<file path="src/rtl/gasr_pkg.sv">
// Functional notes
// - Start generator after raw battery below 15-minute level for 15 minutes; quiet blocks.
// - Start generator after battery below 30-second level for 30 s, even in quiet.
// - 30-second level is read-only and always mirrors the low battery cutout level.
// - Count days against exercise period 0..255; start at end of quiet time.
// - Exercise run lasts a fixed 10 minutes.
// - Any 5-minute generator run restarts the exercise day count.
// - Period zero disables exercising; period one exercises every day.
// - During exercise, do not connect generator while utility power is present.
// - After maximum run time, flash error and flag advisory error; keep running.
// - Run time error clears only on mode off then auto or on; zero disables.
// - Run function: start relay energized whole time generator runs, off otherwise.
// - Glow/stop function: relay off while running, pulsed to stop.
// - Glow/stop function: relay also energized as glow before each crank.
// - Warm up 16..255 s (default 60) before connecting load and charger.
// - Pre-crank delay 0..255 s between start/glow relay and starter relay.
// - Starter relay energized at most crank limit 0..15 s per attempt.
// - Post-crank delay 0..255 s; retry start up to 5 attempts total.
// - Three independently configured auxiliary relays, independent of inverter state.
// - Auxiliary relay energizes when compensated voltage exceeds trip, within 0.1 s.
// - Energized relay releases at trip minus hysteresis, stays off until trip exceeded.
// - Auxiliary relay release path has a 2-second delay.
// - Hysteresis 0.1..12.8 V per relay, default 1.0 V.
package gasr_pkg;

  // Timebase
  localparam int unsigned CLK_HZ = 10_000_000;
  localparam int unsigned TENTHS_PER_SEC = 10;
  localparam int unsigned T15_MIN = 15;
  localparam int unsigned T30_SEC = 30;
  localparam int unsigned EXER_RUN_MIN = 10;
  localparam int unsigned EXER_QUAL_MIN = 5;
  localparam int unsigned AUX_REL_SEC = 2;
  localparam int unsigned STOP_PULSE_SEC = 3;
  localparam logic [9:0] T15_CNT = 10'(T15_MIN * 60);
  localparam logic [4:0] T30_CNT = 5'(T30_SEC);
  localparam logic [9:0] EXER_RUN_CNT = 10'(EXER_RUN_MIN * 60);
  localparam logic [8:0] EXER_QUAL_CNT = 9'(EXER_QUAL_MIN * 60);
  localparam logic [4:0] AUX_REL_CNT = 5'(AUX_REL_SEC * TENTHS_PER_SEC);
  localparam logic [7:0] STOP_PULSE_CNT = 8'(STOP_PULSE_SEC);
  localparam logic [3:0] TENTH_LAST = 4'(TENTHS_PER_SEC - 1);
  localparam logic [2:0] MAX_ATTEMPTS = 3'd5;
  localparam logic [5:0] SEC_LAST = 6'd59;

  // Register byte offsets
  localparam logic [7:0] A_CTRL = 8'h00;
  localparam logic [7:0] A_LVL15 = 8'h04;
  localparam logic [7:0] A_LOW_BATTERY_CUTOUT_LEVEL = 8'h08;
  localparam logic [7:0] A_LVL30 = 8'h0c;
  localparam logic [7:0] A_EXER = 8'h10;
  localparam logic [7:0] A_MAXRUN = 8'h14;
  localparam logic [7:0] A_WARMUP = 8'h18;
  localparam logic [7:0] A_PRECRANK = 8'h1c;
  localparam logic [7:0] A_CRANK = 8'h20;
  localparam logic [7:0] A_POSTCRANK = 8'h24;
  localparam logic [7:0] A_AUX_BASE = 8'h28;
  localparam logic [7:0] A_AUX_STRIDE = 8'h08;
  localparam logic [7:0] A_HYST_OFS = 8'h04;
  localparam logic [7:0] A_STATUS = 8'h40;

  // Control fields and mode codes
  localparam int unsigned F_MODE = 0;
  localparam int unsigned F_QUIET = 2;
  localparam int unsigned F_GLOW = 3;
  localparam int unsigned F_RELEASE = 4;
  localparam logic [1:0] MODE_OFF = 2'h0;
  localparam logic [1:0] MODE_AUTO = 2'h1;
  localparam logic [1:0] MODE_ON = 2'h2;

  // Reset values and limits, voltages in 0.1 V steps
  localparam logic [1:0] MODE_RST = MODE_OFF;
  localparam logic [11:0] LVL15_RST = 12'h071;
  localparam logic [11:0] LOW_BATTERY_CUTOUT_LEVEL_RST = 12'h06e;
  localparam logic [7:0] EXER_RST = 8'h1e;
  localparam logic [10:0] MAXRUN_RST = 11'h1e0;
  localparam logic [10:0] MAXRUN_MAX = 11'h596;
  localparam logic [7:0] WARMUP_RST = 8'h3c;
  localparam logic [7:0] WARMUP_MIN = 8'h10;
  localparam logic [7:0] PRECRANK_RST = 8'h0a;
  localparam logic [3:0] CRANK_RST = 4'ha;
  localparam logic [7:0] POSTCRANK_RST = 8'h1e;
  localparam logic [2:0][11:0] TRIP_RST = {12'h096, 12'h094, 12'h091};
  localparam logic [7:0] HYST_RST = 8'h0a;
  localparam logic [7:0] HYST_MIN = 8'h01;
  localparam logic [7:0] HYST_MAX = 8'h80;

  typedef enum logic [2:0] {
    ST_IDLE, ST_PRE, ST_CRANK, ST_POST, ST_WARM, ST_RUN, ST_STOP, ST_FAIL
  } gasr_state_t;

  typedef struct packed {
    logic psel;
    logic penable;
    logic pwrite;
    logic [7:0] paddr;
    logic [31:0] pwdata;
  } gasr_apb_req_t;

  typedef struct packed {
    logic gen_stop_run_relay;
    logic starter_crank_relay;
    logic [2:0] aux_relay;
    logic gen_connect;
    logic error_led;
  } gasr_relays_t;

  typedef struct packed {
    logic on;
    logic [4:0] cnt;
  } gasr_aux_st_t;

  typedef struct packed {
    logic [1:0] mode;
    logic quiet;
    logic glow_fn;
    logic [11:0] lvl15;
    logic [11:0] low_battery_cutout_level;
    logic [7:0] exer_period;
    logic [10:0] maxrun;
    logic [7:0] warmup;
    logic [7:0] precrank;
    logic [3:0] crank;
    logic [7:0] postcrank;
    logic [2:0][11:0] trip;
    logic [2:0][7:0] hyst;
    logic [31:0] prdata;
    logic pslverr;
    logic [19:0] tenth_cnt;
    logic [3:0] tenth_in_sec;
    logic [1:0] sy1;
    logic [1:0] sy2;
    logic [1:0] sy3;
    logic [1:0] filt;
    gasr_state_t state;
    logic [7:0] secs;
    logic [2:0] attempts;
    logic [9:0] t15;
    logic [4:0] t30;
    logic vstart;
    logic [7:0] days;
    logic exer_active;
    logic [9:0] exer_secs;
    logic [8:0] qual_secs;
    logic [5:0] run_sec;
    logic [10:0] run_min;
    logic maxrun_err;
    logic flash;
    logic run_relay;
    logic crank_relay;
    logic connect;
  } gasr_top_st_t;

endpackage

</file>
<file path="src/rtl/gasr_aux_relay.sv">
module gasr_aux_relay
  import gasr_pkg::*;
(
  input wire logic pclk,
  input wire logic presetn,
  input wire logic tenth,
  input wire logic [11:0] batt_comp,
  input wire logic [11:0] trip,
  input wire logic [7:0] hyst,
  output logic energized
);

  gasr_aux_st_t st;
  gasr_aux_st_t next_st;
  logic above;
  logic low;

  // Compare in 13 bits so trip minus hysteresis cannot wrap below zero
  assign above = batt_comp > trip;
  assign low = ({1'b0, batt_comp} + {5'h00, hyst}) <= {1'b0, trip};

  // Energize at once; release only after the low level holds for 2 s
  always_comb
  begin
    next_st = st;
    if (above)
    begin
      next_st.on = 1'b1;
      next_st.cnt = 5'h00;
    end
    else if (st.on && low)
    begin
      if (tenth)
      begin
        if (st.cnt == AUX_REL_CNT - 5'h01)
        begin
          next_st.on = 1'b0;
          next_st.cnt = 5'h00;
        end
        else
        begin
          next_st.cnt = st.cnt + 5'h01;
        end
      end
    end
    else
    begin
      next_st.cnt = 5'h00;
    end
  end

  always_ff @(posedge pclk or negedge presetn)
  begin
    if (!presetn)
      st <= '0;
    else
      st <= next_st;
  end

  assign energized = st.on;
endmodule

</file>
<file path="src/rtl/gasr_top.sv">
module gasr_top
  import gasr_pkg::*;
#(
  parameter int unsigned TENTH_CYC = CLK_HZ / TENTHS_PER_SEC
)
(
  input wire logic pclk,
  input wire logic presetn,
  input wire gasr_apb_req_t apb,
  output logic [31:0] prdata,
  output logic pready,
  output logic pslverr,
  input wire logic [11:0] batt_raw,
  input wire logic [11:0] batt_comp,
  input wire logic gen_ac_pin,
  input wire logic utility_input,
  input wire logic end_quiet_strobe,
  output gasr_relays_t relays
);

  localparam logic [19:0] TENTH_LAST_CYC = 20'(TENTH_CYC - 1);

  gasr_top_st_t st;
  gasr_top_st_t next_st;
  logic [2:0] aux_on;
  logic setup;
  logic wr;
  logic tenth;
  logic sec;
  logic gen_ok;
  logic util_ok;
  logic autom;
  logic low15;
  logic low30;
  logic run_req;
  logic in_run;

  assign setup = apb.psel && !apb.penable;
  assign wr = apb.psel && apb.penable && apb.pwrite;
  assign tenth = st.tenth_cnt == TENTH_LAST_CYC;
  assign sec = tenth && st.tenth_in_sec == TENTH_LAST;
  assign gen_ok = st.filt[0];
  assign util_ok = st.filt[1];
  assign autom = st.mode == MODE_AUTO;
  assign low15 = batt_raw < st.lvl15;
  assign low30 = batt_raw < st.low_battery_cutout_level;
  assign in_run = st.state == ST_WARM || st.state == ST_RUN;
  assign run_req = st.mode == MODE_ON || (autom && (st.vstart || st.exer_active));

  // Relay loads are independent of inverter state; one comparator each
  for (genvar i = 0; i < 3; i++)
  begin : g_aux
    gasr_aux_relay u_aux (
      .pclk(pclk),
      .presetn(presetn),
      .tenth(tenth),
      .batt_comp(batt_comp),
      .trip(st.trip[i]),
      .hyst(st.hyst[i]),
      .energized(aux_on[i])
    );
  end

  always_comb
  begin
    logic [31:0] rdata;
    logic hit;
    logic ro;
    logic set15;
    logic set30;
    logic err_set;
    logic err_clr;
    logic rel;
    rdata = 32'h0000_0000;
    hit = 1'b1;
    ro = 1'b0;
    err_clr = 1'b0;
    rel = 1'b0;
    next_st = st;

    // Register read mux, latched in the setup phase so data comes from flops
    case (apb.paddr)
      A_CTRL: rdata = {28'h0000000, st.glow_fn, st.quiet, st.mode};
      A_LVL15: rdata = {20'h00000, st.lvl15};
      A_LOW_BATTERY_CUTOUT_LEVEL: rdata = {20'h00000, st.low_battery_cutout_level};
      A_LVL30:
      begin
        rdata = {20'h00000, st.low_battery_cutout_level};
        ro = 1'b1;
      end
      A_EXER: rdata = {24'h000000, st.exer_period};
      A_MAXRUN: rdata = {21'h000000, st.maxrun};
      A_WARMUP: rdata = {24'h000000, st.warmup};
      A_PRECRANK: rdata = {24'h000000, st.precrank};
      A_CRANK: rdata = {28'h0000000, st.crank};
      A_POSTCRANK: rdata = {24'h000000, st.postcrank};
      A_STATUS:
      begin
        rdata = {8'h00, st.days, st.vstart, st.exer_active, aux_on,
                 st.connect, util_ok, gen_ok, st.maxrun_err, st.attempts,
                 1'b0, st.state};
        ro = 1'b1;
      end
      default:
      begin
        hit = 1'b0;
        for (int i = 0; i < 3; i++)
        begin
          if (apb.paddr == A_AUX_BASE + 8'(i) * A_AUX_STRIDE)
          begin
            rdata = {20'h00000, st.trip[i]};
            hit = 1'b1;
          end
          if (apb.paddr == A_AUX_BASE + 8'(i) * A_AUX_STRIDE + A_HYST_OFS)
          begin
            rdata = {24'h000000, st.hyst[i]};
            hit = 1'b1;
          end
        end
      end
    endcase
    if (setup)
    begin
      next_st.prdata = apb.pwrite ? 32'h0000_0000 : rdata;
      next_st.pslverr = !hit || (apb.pwrite && ro);
    end

    // Register writes take effect at the access edge; max run, warm up and hysteresis are clamped
    if (wr && !st.pslverr)
    begin
      case (apb.paddr)
        A_CTRL:
        begin
          next_st.mode = apb.pwdata[F_MODE +: 2];
          next_st.quiet = apb.pwdata[F_QUIET];
          next_st.glow_fn = apb.pwdata[F_GLOW];
          rel = apb.pwdata[F_RELEASE];
          err_clr = st.mode == MODE_OFF && apb.pwdata[F_MODE +: 2] != MODE_OFF;
        end
        A_LVL15: next_st.lvl15 = apb.pwdata[11:0];
        A_LOW_BATTERY_CUTOUT_LEVEL: next_st.low_battery_cutout_level = apb.pwdata[11:0];
        A_EXER: next_st.exer_period = apb.pwdata[7:0];
        A_MAXRUN: next_st.maxrun = apb.pwdata[10:0] > MAXRUN_MAX ? MAXRUN_MAX
                                   : apb.pwdata[10:0];
        A_WARMUP: next_st.warmup = apb.pwdata[7:0] < WARMUP_MIN ? WARMUP_MIN
                                   : apb.pwdata[7:0];
        A_PRECRANK: next_st.precrank = apb.pwdata[7:0];
        A_CRANK: next_st.crank = apb.pwdata[3:0];
        A_POSTCRANK: next_st.postcrank = apb.pwdata[7:0];
        default:
        begin
          for (int i = 0; i < 3; i++)
          begin
            if (apb.paddr == A_AUX_BASE + 8'(i) * A_AUX_STRIDE)
              next_st.trip[i] = apb.pwdata[11:0];
            if (apb.paddr == A_AUX_BASE + 8'(i) * A_AUX_STRIDE + A_HYST_OFS)
              next_st.hyst[i] = apb.pwdata[7:0] < HYST_MIN ? HYST_MIN
                : (apb.pwdata[7:0] > HYST_MAX ? HYST_MAX : apb.pwdata[7:0]);
          end
        end
      endcase
    end

    // Tenth and second enables from one divider
    next_st.tenth_cnt = tenth ? 20'h00000 : st.tenth_cnt + 20'h00001;
    if (tenth)
      next_st.tenth_in_sec = sec ? 4'h0 : st.tenth_in_sec + 4'h1;

    // Pin filter: a change counts once the last two stages agree
    next_st.sy1 = {utility_input, gen_ac_pin};
    next_st.sy2 = st.sy1;
    next_st.sy3 = st.sy2;
    for (int b = 0; b < 2; b++)
    begin
      if (st.sy2[b] == st.sy3[b])
        next_st.filt[b] = st.sy3[b];
    end

    // Continuous low-voltage timers; any lapse restarts them
    set15 = sec && low15 && !st.quiet && st.t15 == T15_CNT - 10'h001;
    set30 = sec && low30 && st.t30 == T30_CNT - 5'h01;
    if (!low15 || st.quiet)
      next_st.t15 = 10'h000;
    else if (sec && st.t15 != T15_CNT)
      next_st.t15 = st.t15 + 10'h001;
    if (!low30)
      next_st.t30 = 5'h00;
    else if (sec && st.t30 != T30_CNT)
      next_st.t30 = st.t30 + 5'h01;
    // Start request latch; a new trigger beats a release in the same cycle
    if (autom && (set15 || set30))
      next_st.vstart = 1'b1;
    else if (!autom || rel)
      next_st.vstart = 1'b0;

    // Exercise day count, advanced at each end of quiet time while the period is nonzero
    if (end_quiet_strobe && st.exer_period != 8'h00)
    begin
      if (st.days + 8'h01 >= st.exer_period)
      begin
        next_st.days = 8'h00;
        if (autom)
        begin
          next_st.exer_active = 1'b1;
          next_st.exer_secs = 10'h000;
        end
      end
      else
      begin
        next_st.days = st.days + 8'h01;
      end
    end
    if (st.exer_active && sec)
    begin
      next_st.exer_secs = st.exer_secs + 10'h001;
      if (st.exer_secs == EXER_RUN_CNT - 10'h001)
        next_st.exer_active = 1'b0;
    end
    if (!autom)
      next_st.exer_active = 1'b0;
    // A qualifying run of any origin restarts the period
    if (!(in_run && gen_ok))
      next_st.qual_secs = 9'h000;
    else if (sec && st.qual_secs != EXER_QUAL_CNT)
    begin
      next_st.qual_secs = st.qual_secs + 9'h001;
      if (st.qual_secs == EXER_QUAL_CNT - 9'h001)
        next_st.days = 8'h00;
    end

    // Start sequence; secs restarts on each state change except into ST_RUN or ST_IDLE
    if (sec && st.secs != 8'hff)
      next_st.secs = st.secs + 8'h01;
    case (st.state)
      ST_IDLE:
      begin
        next_st.attempts = 3'h0;
        if (run_req)
        begin
          next_st.state = ST_PRE;
          next_st.secs = 8'h00;
          next_st.attempts = 3'h1;
        end
      end
      ST_PRE:
      begin
        if (!run_req)
        begin
          next_st.state = ST_STOP;
          next_st.secs = 8'h00;
        end
        else if (st.secs >= st.precrank)
        begin
          next_st.state = ST_CRANK;
          next_st.secs = 8'h00;
        end
      end
      ST_CRANK:
      begin
        if (gen_ok || st.secs >= {4'h0, st.crank} || !run_req)
        begin
          next_st.state = ST_POST;
          next_st.secs = 8'h00;
        end
      end
      ST_POST:
      begin
        if (!run_req)
        begin
          next_st.state = ST_STOP;
          next_st.secs = 8'h00;
        end
        else if (st.secs >= st.postcrank)
        begin
          next_st.secs = 8'h00;
          if (gen_ok)
            next_st.state = ST_WARM;
          else if (st.attempts == MAX_ATTEMPTS)
            next_st.state = ST_FAIL;
          else
          begin
            next_st.state = ST_PRE;
            next_st.attempts = st.attempts + 3'h1;
          end
        end
      end
      ST_WARM:
      begin
        if (!run_req)
        begin
          next_st.state = ST_STOP;
          next_st.secs = 8'h00;
        end
        else if (st.secs >= st.warmup)
          next_st.state = ST_RUN;
      end
      ST_RUN:
      begin
        if (!run_req)
        begin
          next_st.state = ST_STOP;
          next_st.secs = 8'h00;
        end
      end
      ST_STOP:
      begin
        if (st.secs >= STOP_PULSE_CNT)
          next_st.state = ST_IDLE;
      end
      ST_FAIL:
      begin
        if (st.mode == MODE_OFF)
          next_st.state = ST_IDLE;
      end
      default: next_st.state = ST_IDLE;
    endcase

    // Run time since start; the error is only advisory and never stops it
    if (!in_run)
    begin
      next_st.run_sec = 6'h00;
      next_st.run_min = 11'h000;
    end
    else if (sec)
    begin
      next_st.run_sec = st.run_sec == SEC_LAST ? 6'h00 : st.run_sec + 6'h01;
      if (st.run_sec == SEC_LAST && st.run_min != 11'h7ff)
        next_st.run_min = st.run_min + 11'h001;
    end
    err_set = in_run && st.maxrun != 11'h000 && st.run_min >= st.maxrun;
    next_st.maxrun_err = err_set || (st.maxrun_err && !err_clr);
    if (!st.maxrun_err)
      next_st.flash = 1'b0;
    else if (sec)
      next_st.flash = !st.flash;

    // Relay drive follows the next state so outputs match the state flops
    next_st.crank_relay = next_st.state == ST_CRANK;
    if (next_st.glow_fn)
      next_st.run_relay = next_st.state == ST_PRE
                          || next_st.state == ST_STOP;
    else
      next_st.run_relay = next_st.state inside {ST_PRE, ST_CRANK, ST_POST,
                                                ST_WARM, ST_RUN};
    next_st.connect = next_st.state == ST_RUN
                      && !(next_st.exer_active && next_st.filt[1]);
  end

  always_ff @(posedge pclk or negedge presetn)
  begin
    if (!presetn)
    begin
      st <= '0;
      st.mode <= MODE_RST;
      st.lvl15 <= LVL15_RST;
      st.low_battery_cutout_level <= LOW_BATTERY_CUTOUT_LEVEL_RST;
      st.exer_period <= EXER_RST;
      st.maxrun <= MAXRUN_RST;
      st.warmup <= WARMUP_RST;
      st.precrank <= PRECRANK_RST;
      st.crank <= CRANK_RST;
      st.postcrank <= POSTCRANK_RST;
      st.trip <= TRIP_RST;
      st.hyst <= {3{HYST_RST}};
      st.state <= ST_IDLE;
    end
    else
    begin
      st <= next_st;
    end
  end

  // Zero-wait slave; error only shown in the access phase
  assign pready = 1'b1;
  assign pslverr = apb.psel && apb.penable && st.pslverr;
  assign prdata = st.prdata;
  assign relays = '{gen_stop_run_relay: st.run_relay,
                    starter_crank_relay: st.crank_relay, aux_relay: aux_on,
                    gen_connect: st.connect, error_led: st.flash};
endmodule

</file>
<file path="config.mk">
export PLATFORM = sky130hd
export DESIGN_NAME = gasr_top
export DESIGN_NICKNAME = d
export VERILOG_FILES = /design/src/rtl/gasr_pkg.sv /design/src/rtl/gasr_aux_relay.sv /design/src/rtl/gasr_top.sv
export SDC_FILE = /design/constraint.sdc
export NUM_CORES = 1
export LEC_CHECK = 0
export BUFFER_PORTS_ARGS = -buffer_cell sky130_fd_sc_hd__buf_2
export CAP_MARGIN = 20
export CORE_ASPECT_RATIO = 0.7
export CORE_MARGIN = 1.5
export CORE_UTILIZATION = 55
export CTS_CLUSTER_SIZE = 25
export DETAILED_ROUTE_END_ITERATION = 7
export GPL_TIMING_DRIVEN = 0
export PLACE_DENSITY = 0.74
export SYNTH_ARGS = -nofsm -noshare
export SYNTH_HDL_FRONTEND = slang
export SYNTH_SLANG_ARGS = --single-unit
</file>
<file path="constraint.sdc">
create_clock -name pclk -period 10.35 [get_ports pclk]
set_clock_uncertainty 0.2 [all_clocks]
set_input_delay 1.035 -clock pclk [delete_from_list [all_inputs] [get_ports pclk]]
set_output_delay 1.035 -clock pclk [all_outputs]
set_load 0.02 [all_outputs]
</file>
==> impl_metrics.py <==
metrics = {
    "sta": {
        "worst_slew_pin_slew_ns": 1.22,
        "post-route-period-util": 0.508,
        "finalCriticalPeriod_ns": 5.26,
        "hold_viol_final": 0,
        "timing.slew.headroom": 0.164,
        "setup_ws_ns": 5.09,
        "finalSetupViolations": 0,
        "tns_ns": 0,
        "fmax_mhz": 190,
        "rsz0062_at_grt": "no",
        "slew_violations": 0,
    },
    "route": {
        "drt_pre_antenna_iters": 6,
        "vias_per_cell": 6.24,
        "routedWlPerCell_microns": 22.2,
        "drcViolationCount": 0,
        "drt-total-wl_mm": 59.1,
        "via_count": 16600,
        "drtIter0Drc": 1915,
        "drt.antenna.violating_nets": 0,
    },
    "setup_path": {
        "cp.arrival_ns": 5.56,
        "required_ns": 10.64,
        "cp_max_fo": 7,
        "crit_type": "primary input to flop",
        "worst_setup_path_start_kind": "primary input",
        "cp-end-kind": "flop",
    },
    "power": {
        "report.power.total_mw": 2.84,
        "switching_share": 0.292,
        "power_switching_mw": 0.829,
        "power_frac_clock": 0.405,
        "p_per_area_mw_per_mm2": 134,
        "p_leak_nw": 9.92,
        "internal_power_mw": 2.01,
        "p_seq_frac": 0.436,
        "vdd_drop_max_uv": 116,
        "p_comb_frac": 0.159,
    },
    "clocking": {
        "numCtsBuffers": 29,
        "clock-sinks": 290,
        "clk_latency_ns": 0.58,
        "cts_resized": 0,
        "cts_setup_buffers": 0,
        "clockRootBuffer": "clkbuf_16",
        "clock_path_buffers": 3,
        "clk_pin_slew_worst_paths_ns": 0.06,
        "cts_max_level": 1,
        "ctsHoldBuffers": 0,
        "tritoncts": "done",
    },
    "placed_design": {
        "pre_cts_ws_ns": 4.12,
        "dp_hpwl_mm": 44.9,
        "gp_congestion": 0.981,
        "port-buffer-count": 81,
    },
    "global_routing": {
        "gr-usage-all-layers": 0.330,
        "grt_pass1_wl_mm": 91.2,
        "grt_max_degree": 120,
        "grt_pass1_vias": 15900,
        "antenna_found_initial": 2,
        "grt_overflow": 0,
    },
    "die": {
        "core_area_sq_mm": 0.0338,
        "top_level_ports": 113,
        "die_w_microns": 226,
        "die_h_microns": 159,
        "row_count": 56,
        "die_area_sq_mm": 0.0359,
        "initial_core_util": 0.565,
    },
    "cells_and_area": {
        "nFillCells": 2851,
        "area_growth_syn_to_layout_pct": 11.0,
        "most-common-layout-cells": "245 x dfrtp_1, 185 x ha_1, 176 x nand2_1",
        "final_common_cell": "dfrtp_1",
        "drive_gt1_frac": 0.153,
        "fin_nets": 2439,
    },
    "synth": {
        "ys_async_sr_fraction": 1.00,
        "yosys_warnings": 0,
        "netlist_instances": 2057,
        "yosys.area.top_type": "dfrtp_1",
        "ys_ff_latch": 290,
        "synthTopCellsByArea": "dfrtp_1 32%, ha_1 12%, dfstp_2 6.2%",
        "yosys_most_used_dff": "dfrtp_1",
        "avgSynthCellArea_sq_um": 9.30,
        "syn-cell-area_sq_mm": 0.0191,
        "synth_top_area_frac": 0.321,
        "synth_enable_flop_cells": 0,
        "yosysSeqAreaShare": 0.382,
        "synth.distinct_cells": 87,
    },
    "worst_hold_path": {
        "holdCritPathClass": "flop to flop",
    },
    "status": {
        "status": "finished clean",
    },
    "job": {
        "drv_cap": 0,
    },
}
[power by group through the flow]
| stage | Sequential, mW | Combinational, mW | Clock, mW |
|---|---|---|---|
| 6_report | 1.24 | 0.452 | 1.15 |
| 5_1_grt | 1.25 | 0.499 | 1.20 |
| 4_1_cts | 1.24 | 0.440 | 1.16 |
| 3_5_place_dp | 1.26 | 0.437 | 0 |
| 3_3_place_gp | 1.25 | 0.423 | 0 |
| 2_1_floorplan | 1.24 | 0.291 | 0 |
[flip-flops by register name, summed over array words and instances (netlist names)]
| name | count |
|---|---|
| prdata | 24 |
| g_aux.u_aux.energized | 3 |
| relays | 4 |
| gen_ok | 1 |
| st | 239 |
| next_st | 4 |
| g_aux.u_aux.st | 15 |
[final cells by class]
type | count | area (sq um) | area share
multi-input combinational | 1523 | 10700 | 0.506
sequential | 290 | 7310 | 0.344
clock buffer | 40 | 807 | 0.0380
tap | 464 | 581 | 0.0273
buffer | 105 | 566 | 0.0266
inverter | 146 | 548 | 0.0258
timing repair buffer | 84 | 475 | 0.0224
clock inverter | 13 | 205 | 0.00966
antenna | 1 | 2.50 | 0.000118
[synthesized netlist by cell type, types with 20 or more instances]
master    number
a22oi_1       22
a21oi_1       86
buf_4         41
nand3_1       55
ha_1         185
xnor2_1       46
mux2_2        80
nor3_1        48
a22o_1        20
a21o_1        37
xor2_1        46
nor2_1       159
and3_1        39
nand2_1      176
o21ai_0      148
dfstp_2       45
nor2b_1       38
o21a_1        23
nand4_1       39
inv_1        145
clkbuf_1      45
dfrtp_1      245
[per-layer routing]
layer	wire length, microns	global-route usage
met5	86	0.0148
met4	1080	0.0683
met3	7160	0.111
met2	23500	0.439
met1	27300	0.509
[cell families after synthesis]
logic type               count (synthesis)  share of synthesized area
AO/OA/AOI/OAI                          467                      0.158
XOR/XNOR                                92                     0.0421
adder cells (fa/ha/maj)                190                      0.125
buffers and inverters                  251                     0.0582
flip-flops                             290                      0.382
multiplexers                            99                     0.0577
other                                    2                   0.000393
AND/OR/NAND/NOR                        666                      0.175
[worst max-delay path, stage by stage]
cell and delay, ns:
buf_2 0.23, inv_1 0.22, fa_1 0.49, nor2b_1 0.12, o21ai_0 0.11, a21boi_0 0.32, o21ai_0 0.19, o2bb2ai_1 0.30
nor2_1 0.19, xor2_1 0.23, ha_1 0.30, a2111oi_0 0.43, o21ai_0 0.17, o311ai_0 0.42, clkbuf_2 0.25, o2111ai_1 0.31
a21oi_1 0.22
[through the flow]
stage	util	cell area, sq um	hold slack (ns)	instances
after floorplan	-	19100	0.131	2064
after global placement	0.595	20100	0.135	2609
final	0.627	21200	0.153	2666
after global routing	0.627	21200	0.161	2666
after detailed placement	0.597	20200	0.143	2611
after CTS	0.627	21200	0.156	2664
[final timing paths]
check,to,slack (ns),startpoint,cells past startpoint
worst max-delay path,g_aux[2].u_aux.st[4],5.09,batt_comp[1],17
worst min-delay path,next_st[82],0.15,next_st[84],0
worst max register to register,g_aux[2].u_aux.st[4],5.40,st[162],16
worst min register to register,next_st[82],0.15,next_st[84],0
max in group asynchronous,st[78],8.71,presetn,2
min in group asynchronous,st[166],0.19,presetn,1
No activity file was read; power rests on OpenSTA's default activity.
